==> config.mk <==
export PLATFORM = sky130hd
export DESIGN_NAME = rx_lane_slice_flat
export DESIGN_NICKNAME = d
export VERILOG_FILES = /design/src/lane_pkg.sv /design/src/lane_if.sv /design/src/rx_lane_slice.sv /design/src/lane_fifo.sv /design/src/flat_wrapper.sv
export VERILOG_INCLUDE_DIRS = /design/src
export SDC_FILE = /design/constraint.sdc
export NUM_CORES = 1
export LEC_CHECK = 0
export BUFFER_PORTS_ARGS = -buffer_cell sky130_fd_sc_hd__buf_4
export CORE_MARGIN = 2
export CORE_UTILIZATION = 56
export DETAILED_ROUTE_END_ITERATION = 7
export PLACE_DENSITY = 0.77
export SLEW_MARGIN = 0
export SYNTH_ARGS = -nofsm -noshare
export SYNTH_HDL_FRONTEND = slang
export SYNTH_SLANG_ARGS = --single-unit
==> constraint.sdc <==
create_clock -name mclk -period 0.8 [get_ports mclk]
set_input_delay 0.16 -clock mclk [delete_from_list [all_inputs] [get_ports mclk]]
set_output_delay 0.16 -clock mclk [all_outputs]
set_load 0.05 [all_outputs]
==> src/lane_params.svh <==
// Shared constants for the receive lane slice and its fabric controller.
`ifndef LANE_PARAMS_SVH
`define LANE_PARAMS_SVH
`define TAP_W 9
`define TAP_PRESET 9'h000
`define WORD_W 8
`define NARROW_W 4
`define MIRROR_BIT 5
`define FIFO_DEPTH 32
`define READY_CYC 6'h20
`define SETTLE_CYC 9'h003
`define SYNC_ONES 2'h3
`define ADDR_W 4
`define REG_CTRL 4'h0
`define REG_VALUE 4'h4
`define REG_STATUS 4'h8
`define REG_WORD 4'hC
`define CTRL_LOAD 0
`define CTRL_STEP 1
`define CTRL_UP 2
`define CTRL_DRST 3
`define CTRL_SRST 4
`define CTRL_DRIFT 5
`define ST_BUSY 16
`define ST_READY 17
`define ST_VALID 18
`define WD_VALID 8
`endif

==> src/lane_pkg.sv <==
// Types shared by the receive lane slice and its controller.
package lane_pkg;
  typedef enum logic [1:0] {
    DELAY_FIXED,
    DELAY_STEPPING,
    DELAY_STEPPING_LOAD
  } delay_mode_type;
  typedef enum logic [2:0] {
    H_IDLE,
    H_PRESENT,
    H_LOAD,
    H_STEP,
    H_SETTLE
  } host_state_type;
endpackage

==> src/lane_if.sv <==
// Link between the receive lane slice and the fabric controller.
`timescale 1ns/1ps
`include "lane_params.svh"
interface lane_if;
  logic step_enable;
  logic step_up;
  logic load;
  logic [`TAP_W-1:0] tap_value_in;
  logic [`TAP_W-1:0] tap_value_out;
  logic delay_ready;
  logic [`WORD_W-1:0] word;
  logic word_valid;
  logic word_ready;
  logic slice_reset;
  logic delay_line_reset;
  logic drift_compensation_enable;
  modport device_mp (
    input step_enable, step_up, load, tap_value_in, word_ready,
    input slice_reset, delay_line_reset, drift_compensation_enable,
    output tap_value_out, delay_ready, word, word_valid
  );
  modport host_mp (
    output step_enable, step_up, load, tap_value_in, word_ready,
    output slice_reset, delay_line_reset, drift_compensation_enable,
    input tap_value_out, delay_ready, word, word_valid
  );
endinterface

==> src/rx_lane_slice.sv <==
// Receive lane slice: deserializer, word FIFO, output word, tap delay.
//
// Added by the designer: the Avalon-MM slave port and the register offsets.
`timescale 1ns/1ps
`include "lane_params.svh"
module rx_lane_slice (
  // Clock and reset.
  input wire logic mclk,
  input wire logic rstn,
  // Link to the fabric controller.
  lane_if.device_mp lnk,
  // Serial pad data and static configuration.
  input wire logic serial_input,
  input wire logic parallel_width_8,
  input wire lane_pkg::delay_mode_type delay_mode,
  input wire logic immediate_update
);
  import lane_pkg::*;

  // ---------------------------------------------------------------
  // Reset synchronisers.
  // ---------------------------------------------------------------
  logic [1:0] srst_r;
  logic [1:0] drst_r;
  logic lane_rst;
  logic dly_rst;

  always_ff @(posedge mclk or posedge lnk.slice_reset) begin
    if (lnk.slice_reset) begin
      srst_r <= `SYNC_ONES;
    end else begin
      srst_r <= {srst_r[0], 1'b0};
    end
  end

  always_ff @(posedge mclk or posedge lnk.delay_line_reset) begin
    if (lnk.delay_line_reset) begin
      drst_r <= `SYNC_ONES;
    end else begin
      drst_r <= {drst_r[0], 1'b0};
    end
  end

  assign lane_rst = srst_r[1];
  assign dly_rst = drst_r[1];

  // ---------------------------------------------------------------
  // Deserializer.
  // ---------------------------------------------------------------
  logic [`WORD_W-1:0] shift_r, shift_nxt;
  logic [2:0] bit_cnt_r, bit_cnt_nxt;
  logic [2:0] last_bit;
  logic push;
  logic [`WORD_W-1:0] push_word;
  logic fifo_in_ready;
  logic fifo_out_valid;
  logic fifo_out_ready;
  logic [`WORD_W-1:0] fifo_out_data;

  assign last_bit = parallel_width_8 ? 3'(`WORD_W - 1) : 3'(`NARROW_W - 1);

  always_comb begin
    shift_nxt = shift_r;
    bit_cnt_nxt = bit_cnt_r;
    push = 1'b0;
    push_word = '0;
    if (fifo_in_ready) begin
      shift_nxt = {shift_r[`WORD_W-2:0], serial_input};
      if (bit_cnt_r == last_bit) begin
        push = 1'b1;
        bit_cnt_nxt = '0;
      end else begin
        bit_cnt_nxt = 3'(bit_cnt_r + 1'b1);
      end
    end
    if (parallel_width_8) begin
      push_word = shift_nxt;
    end else begin
      push_word[`NARROW_W-1:0] = shift_nxt[`NARROW_W-1:0];
    end
  end

  always_ff @(posedge mclk or posedge lane_rst) begin
    if (lane_rst) begin
      shift_r <= '0;
      bit_cnt_r <= '0;
    end else if (!rstn) begin
      shift_r <= '0;
      bit_cnt_r <= '0;
    end else begin
      shift_r <= shift_nxt;
      bit_cnt_r <= bit_cnt_nxt;
    end
  end

  lane_fifo #(
    .WIDTH(`WORD_W),
    .DEPTH(`FIFO_DEPTH)
  ) fifo_u (
    .mclk(mclk),
    .clear(lane_rst || !rstn),
    .in_valid(push),
    .in_ready(fifo_in_ready),
    .in_data(push_word),
    .out_valid(fifo_out_valid),
    .out_ready(fifo_out_ready),
    .out_data(fifo_out_data)
  );

  // ---------------------------------------------------------------
  // Output word register.
  // ---------------------------------------------------------------
  logic [`WORD_W-1:0] word_r, word_nxt;
  logic word_valid_r, word_valid_nxt;

  assign fifo_out_ready = !word_valid_r || lnk.word_ready;

  always_comb begin
    word_nxt = word_r;
    word_valid_nxt = word_valid_r;
    if (fifo_out_valid && fifo_out_ready) begin
      word_nxt = fifo_out_data;
      word_valid_nxt = 1'b1;
    end else if (lnk.word_ready) begin
      word_valid_nxt = 1'b0;
    end
    if (!parallel_width_8) begin
      word_nxt[`MIRROR_BIT] = serial_input;
    end
  end

  always_ff @(posedge mclk or posedge lane_rst) begin
    if (lane_rst) begin
      word_r <= '0;
      word_valid_r <= 1'b0;
    end else if (!rstn) begin
      word_r <= '0;
      word_valid_r <= 1'b0;
    end else begin
      word_r <= word_nxt;
      word_valid_r <= word_valid_nxt;
    end
  end

  assign lnk.word = word_r;
  assign lnk.word_valid = word_valid_r;

  // ---------------------------------------------------------------
  // Tap counter of the delay line.
  // ---------------------------------------------------------------
  logic [`TAP_W-1:0] tap_r, tap_nxt;
  logic [`TAP_W-1:0] tap_out_r;
  logic stepping;
  logic load_ok;

  assign stepping = delay_mode != DELAY_FIXED;
  assign load_ok = delay_mode == DELAY_STEPPING_LOAD && immediate_update;

  always_comb begin
    tap_nxt = tap_r;
    if (load_ok && lnk.load) begin
      tap_nxt = lnk.tap_value_in;
    end else if (stepping && lnk.step_enable) begin
      if (lnk.step_up) begin
        tap_nxt = `TAP_W'(tap_r + 1'b1);
      end else begin
        tap_nxt = `TAP_W'(tap_r - 1'b1);
      end
    end
  end

  always_ff @(posedge mclk or posedge dly_rst) begin
    if (dly_rst) begin
      tap_r <= `TAP_PRESET;
      tap_out_r <= `TAP_PRESET;
    end else if (!rstn) begin
      tap_r <= `TAP_PRESET;
      tap_out_r <= `TAP_PRESET;
    end else begin
      tap_r <= tap_nxt;
      tap_out_r <= tap_r;
    end
  end

  assign lnk.tap_value_out = tap_out_r;

  // ---------------------------------------------------------------
  // Delay ready indication.
  // ---------------------------------------------------------------
  logic [5:0] ready_cnt_r, ready_cnt_nxt;
  logic delay_ready_r, delay_ready_nxt;

  always_comb begin
    ready_cnt_nxt = ready_cnt_r;
    delay_ready_nxt = delay_ready_r;
    if (lane_rst) begin
      ready_cnt_nxt = '0;
      delay_ready_nxt = 1'b0;
    end else if (ready_cnt_r == `READY_CYC) begin
      delay_ready_nxt = 1'b1;
    end else begin
      ready_cnt_nxt = 6'(ready_cnt_r + 1'b1);
    end
  end

  always_ff @(posedge mclk or posedge dly_rst) begin
    if (dly_rst) begin
      ready_cnt_r <= '0;
      delay_ready_r <= 1'b0;
    end else if (!rstn) begin
      ready_cnt_r <= '0;
      delay_ready_r <= 1'b0;
    end else begin
      ready_cnt_r <= ready_cnt_nxt;
      delay_ready_r <= delay_ready_nxt;
    end
  end

  assign lnk.delay_ready = delay_ready_r;
endmodule

==> src/lane_fifo.sv <==
// Word FIFO between the deserializer and the output register.
`timescale 1ns/1ps
module lane_fifo #(
  parameter int WIDTH = 8,
  parameter int DEPTH = 32
) (
  // Clock and reset.
  input wire logic mclk,
  input wire logic clear,
  // Filling side.
  input wire logic in_valid,
  output logic in_ready,
  input wire logic [WIDTH-1:0] in_data,
  // Draining side.
  output logic out_valid,
  input wire logic out_ready,
  output logic [WIDTH-1:0] out_data
);
  localparam int AW = $clog2(DEPTH);
  logic [WIDTH-1:0] mem [DEPTH];
  logic [AW-1:0] wr_ptr_r, wr_ptr_nxt, rd_ptr_r, rd_ptr_nxt;
  logic [AW:0] count_r, count_nxt;
  logic do_wr, do_rd;

  assign in_ready = count_r != (AW+1)'(DEPTH);
  assign out_valid = count_r != '0;
  assign out_data = mem[rd_ptr_r];
  assign do_wr = in_valid && in_ready;
  assign do_rd = out_valid && out_ready;

  always_comb begin
    wr_ptr_nxt = do_wr ? AW'(wr_ptr_r + 1'b1) : wr_ptr_r;
    rd_ptr_nxt = do_rd ? AW'(rd_ptr_r + 1'b1) : rd_ptr_r;
    count_nxt = count_r;
    if (do_wr && !do_rd) begin
      count_nxt = (AW+1)'(count_r + 1'b1);
    end else if (do_rd && !do_wr) begin
      count_nxt = (AW+1)'(count_r - 1'b1);
    end
  end

  always_ff @(posedge mclk) begin
    if (clear) begin
      wr_ptr_r <= '0;
      rd_ptr_r <= '0;
      count_r <= '0;
    end else begin
      wr_ptr_r <= wr_ptr_nxt;
      rd_ptr_r <= rd_ptr_nxt;
      count_r <= count_nxt;
    end
  end

  always_ff @(posedge mclk) begin
    if (do_wr) begin
      mem[wr_ptr_r] <= in_data;
    end
  end
endmodule

==> src/flat_wrapper.sv <==
// flat-port wrapper written by rule: the top's interface ports become plain ports
module rx_lane_slice_flat import lane_pkg::*;
  (mclk, rstn, serial_input, parallel_width_8, delay_mode, immediate_update, lnk_step_enable, lnk_step_up, lnk_load, lnk_tap_value_in, lnk_word_ready, lnk_slice_reset, lnk_delay_line_reset, lnk_drift_compensation_enable, lnk_tap_value_out, lnk_delay_ready, lnk_word, lnk_word_valid);
  lane_if lnk_i ();
  input wire logic mclk;
  input wire logic rstn;
  input wire logic serial_input;
  input wire logic parallel_width_8;
  input wire lane_pkg::delay_mode_type delay_mode;
  input wire logic immediate_update;
  input wire logic [$bits(lnk_i.step_enable)-1:0] lnk_step_enable;
  input wire logic [$bits(lnk_i.step_up)-1:0] lnk_step_up;
  input wire logic [$bits(lnk_i.load)-1:0] lnk_load;
  input wire logic [$bits(lnk_i.tap_value_in)-1:0] lnk_tap_value_in;
  input wire logic [$bits(lnk_i.word_ready)-1:0] lnk_word_ready;
  input wire logic [$bits(lnk_i.slice_reset)-1:0] lnk_slice_reset;
  input wire logic [$bits(lnk_i.delay_line_reset)-1:0] lnk_delay_line_reset;
  input wire logic [$bits(lnk_i.drift_compensation_enable)-1:0] lnk_drift_compensation_enable;
  output wire logic [$bits(lnk_i.tap_value_out)-1:0] lnk_tap_value_out;
  output wire logic [$bits(lnk_i.delay_ready)-1:0] lnk_delay_ready;
  output wire logic [$bits(lnk_i.word)-1:0] lnk_word;
  output wire logic [$bits(lnk_i.word_valid)-1:0] lnk_word_valid;
  assign lnk_i.step_enable = lnk_step_enable;
  assign lnk_i.step_up = lnk_step_up;
  assign lnk_i.load = lnk_load;
  assign lnk_i.tap_value_in = lnk_tap_value_in;
  assign lnk_i.word_ready = lnk_word_ready;
  assign lnk_i.slice_reset = lnk_slice_reset;
  assign lnk_i.delay_line_reset = lnk_delay_line_reset;
  assign lnk_i.drift_compensation_enable = lnk_drift_compensation_enable;
  assign lnk_tap_value_out = lnk_i.tap_value_out;
  assign lnk_delay_ready = lnk_i.delay_ready;
  assign lnk_word = lnk_i.word;
  assign lnk_word_valid = lnk_i.word_valid;
  rx_lane_slice u_core (.mclk(mclk), .rstn(rstn), .lnk(lnk_i), .serial_input(serial_input), .parallel_width_8(parallel_width_8), .delay_mode(delay_mode), .immediate_update(immediate_update));
endmodule
==> results.yml <==
cells_and_area:
  drive_gt1_frac: 0.397
  final_net_count: 1068
  fin_area_um2: 17100
  area_growth_pct: 28.0
  nFillCells: 1344
  diodes: 0
  final_cells: 1366
  finish.utilization: 0.730
  register_area_um2: 9350
  multiInputGateArea_um2: 4300
power:
  p_leak_uw: 0.00622
  p_comb_frac: 0.257
  ir_worst_vdd_uv: 2780
  p_switching_uw: 12700
  p_int_uw: 33200
  seq_power_share: 0.424
  p_clk_frac: 0.318
  swShare: 0.277
  cellPowerDensity_nw_per_um2: 2680
die:
  rows: 56
  start_util: 0.571
  die_w_um: 159
  die_h_um: 159
  io_pins: 42
  die-area_um2: 25200
  core_um2: 23500
worst_setup_path:
  arrival_ns: 3.05
  reg2reg_depth: 10
  cp_max_fo: 6
  end_kind: "register"
  crit_required_ns: 1.24
  reg2reg_to: "u_core.fifo_u.count_r[5]"
  start_kind: "register"
  crit_top_cell: "a311oi_2"
  max_stage_delay_ns: 0.54
  r2r_setup_slack_ns: -1.81
  crit_chain: "or4_4 -> o31a_1 -> inv_4 -> ha_4 -> inv_6 -> buf_4 -> ha_1 -> a311oi_2 -> a311oi_2 -> a41o_1"
  crit_type: "register to register"
  reg2reg_from: "u_core.fifo_u.count_r[3]"
  crit_buf_inv: 3
  cpMaxStageDelayCell: "or4_4"
  crit_start: "u_core.fifo_u.count_r[3]"
  path_delay_family: "compound AO/OA/AOI/OAI gates"
job:
  cap_viol_max_count: 0
cts:
  cts_htree_levels: 1
  cts_root_buf: "clkbuf_16"
  cts_buffers: 31
  clock-sinks: 326
  clock_path_buffers: 3
  cts_tree: "yes"
  insertion_delay_ns: 0.55
  path_clk_slew_ns: 0.06
outcome:
  outcome: "complete, but fails checks"
  violations: "setup timing"
synth:
  mappedNetlistArea_um2: 13400
  yosysSeqAreaShare: 0.697
  synth_cell_type_count: 60
  ys_async_sr_fraction: 0.150
  ys.flop_type: "edfxtp_1"
  syn_avg_cell_area_um2: 16.5
  synth_edf_count: 256
  netlist_instances: 813
  yosysWarningCount: 0
  ys_ff_latch: 326
timing:
  fin_setup_tns_ns: -665.67
  finClkSkew_ns: 0.00833
  clock.fmax_ghz: 0.383
  post-route-period-util: 3.26
  tightest_slew_ns: 0.518
  rsz0062_at_grt: "true"
  final-setup-viol-count: 589
  drv_slew: 0
  period_needed_ns: 2.61
  hold_viol_final: 0
  setup_slack_ns: -1.81
  slew_headroom: 0.655
worst_hold_path:
  hold_end: "u_core.lnk.word_valid"
  hold_class: "input pin to register"
  hold-path-cell-count: 3
  min_from: "lnk_word_ready"
global_routing:
  grt_pass1_vias: 8050
  grt_antenna_before_repair: 0
  grt_overflow: 0
  grt_pass1_wl_um: 45800
  grt.total_usage: 0.246
  grt_max_degree: 33
placement:
  dpl_cell_area_um2: 15100
  dp_cells: 1263
  port_buffers: 40
  gp_congestion: 0.862
  place_ws_ns: -1.83
  hpwl_um: 18500
drt:
  drc_errors: 0
  routedWlPerCell_um: 23.3
  avgViaCountPerCell: 5.92
  ant_nets: 0
  wl_um: 31800
  vias: 8092
  drtIter0Drc: 690
  drt-pass1-iter-count: 5
## Yosys cell counts, types with 11 or more instances
library cell / instances / area [um^2]
edfxtp_1: 256 / 7690
nor2_1: 77 / 289
mux4_2: 56 / 1260
dfrtp_1: 45 / 1130
a22oi_1: 28 / 210
clkbuf_1: 27 / 101
nand2_1: 27 / 101
inv_1: 22 / 82.6
dfxtp_1: 21 / 420
a21oi_1: 20 / 100
ha_1: 20 / 250
mux2i_1: 19 / 190
nand3_1: 17 / 85.1
o21ai_0: 15 / 75.1
and2_1: 14 / 87.6
nor2b_1: 11 / 68.8
xor2_1: 11 / 96.3
## state kept, by name, indices dropped and copies added (netlist names), named ones only
register / flops
u_core.tap_r: 9
u_core.lnk.delay_ready: 1
u_core.fifo_u.mem: 256
u_core.fifo_u.count_r: 6
u_core.fifo_u.rd_ptr_r: 5
u_core.srst_r: 2
u_core.ready_cnt_r: 6
u_core.bit_cnt_r: 3
u_core.lnk.tap_value_out: 9
u_core.lnk.word: 8
u_core.drst_r: 2
u_core.lnk.word_valid: 1
u_core.shift_r: 8
u_core.fifo_u.wr_ptr_r: 5
## layout make-up
class,count,share of cell area
multi-input cells,424,0.251
clock buffers,32,0.0455
flip-flops and latches,326,0.545
well taps,319,0.0233
clock inverters,25,0.0139
inverters,22,0.00526
repair buffers,218,0.116
## worst min-delay path: stages
cell      delay [ns]
buf_4           0.08
nand2b_1        0.13
a41oi_1         0.15
## power groups by stage
stage | Combinational, uW | Clock (uW) | Sequential (uW)
after CTS | 11000 | 14700 | 19500
after floorplan | 6100 | 0 | 20300
after detailed placement | 10100 | 0 | 19800
after global routing | 12700 | 15400 | 19600
after global placement | 9860 | 0 | 19800
final | 11800 | 14600 | 19500
## logic make-up (layout without fill, tap and decap cells)
group,Yosys count,in the layout,share of synthesized area
other,1,2,0.000280
multiplexers,86,86,0.122
AND/OR/NAND/NOR,180,184,0.0647
buffers and inverters,68,297,0.0255
adder cells (fa/ha/maj),22,22,0.0217
XOR/XNOR,21,21,0.0137
AO/OA/AOI/OAI,109,109,0.0547
flip-flops,326,326,0.697
## metal layers
metal	share of wire	global-route usage	routed length, um
met5	0	0	0
met4	0.023	0.0721	728
met3	0.073	0.0338	2310
met2	0.51	0.419	16300
met1	0.39	0.335	12400
## how the worst max path moves through the flow
stage                                     endpoint  slack (ns)  cells after the start
final                     u_core.fifo_u.count_r[5]       -1.81                     10
after global routing      u_core.fifo_u.count_r[5]       -1.94                     11
after CTS                 u_core.fifo_u.count_r[5]       -1.80                     10
after detailed placement  u_core.fifo_u.count_r[5]       -1.83                     10
after global placement    u_core.fifo_u.count_r[5]       -1.79                     10
after floorplan           u_core.fifo_u.count_r[5]       -1.83                     12
## what timing repair did
item                                    4_1_cts  5_1_grt
endpoints found under the setup margin      589      593
endpoints found under the hold margin        10        0
cloned                                        2        3
setup buffers                                22       11
gates resized for setup                      68       53
hold buffers                                  9        0
pin swaps                                    12       16
## placed cells by master (no fill, tap or decap), types with 16 or more instances in the layout
master     netlist  layout
edfxtp_1       256     256
buf_4            3     177
mux4_2          56      56
nor2_1          77      45
dfrtp_1         45      45
clkbuf_16        0      32
nand2_1         27      23
nor2_4           0      21
buf_12           2      21
inv_1           22      20
a22oi_1         28      19
a21oi_1         20      17
ha_1            20      17
dfxtp_1         21      16
## per-stage QoR
stage                     total power (uW)  hold WS (ns)
after floorplan                      26400        0.0715
after global placement               29700         0.190
after detailed placement             29900         0.196
after CTS                            45100        0.0107
after global routing                 47700        0.0262
final                                46000        0.0131
No activity file was read; power rests on OpenSTA's default activity.
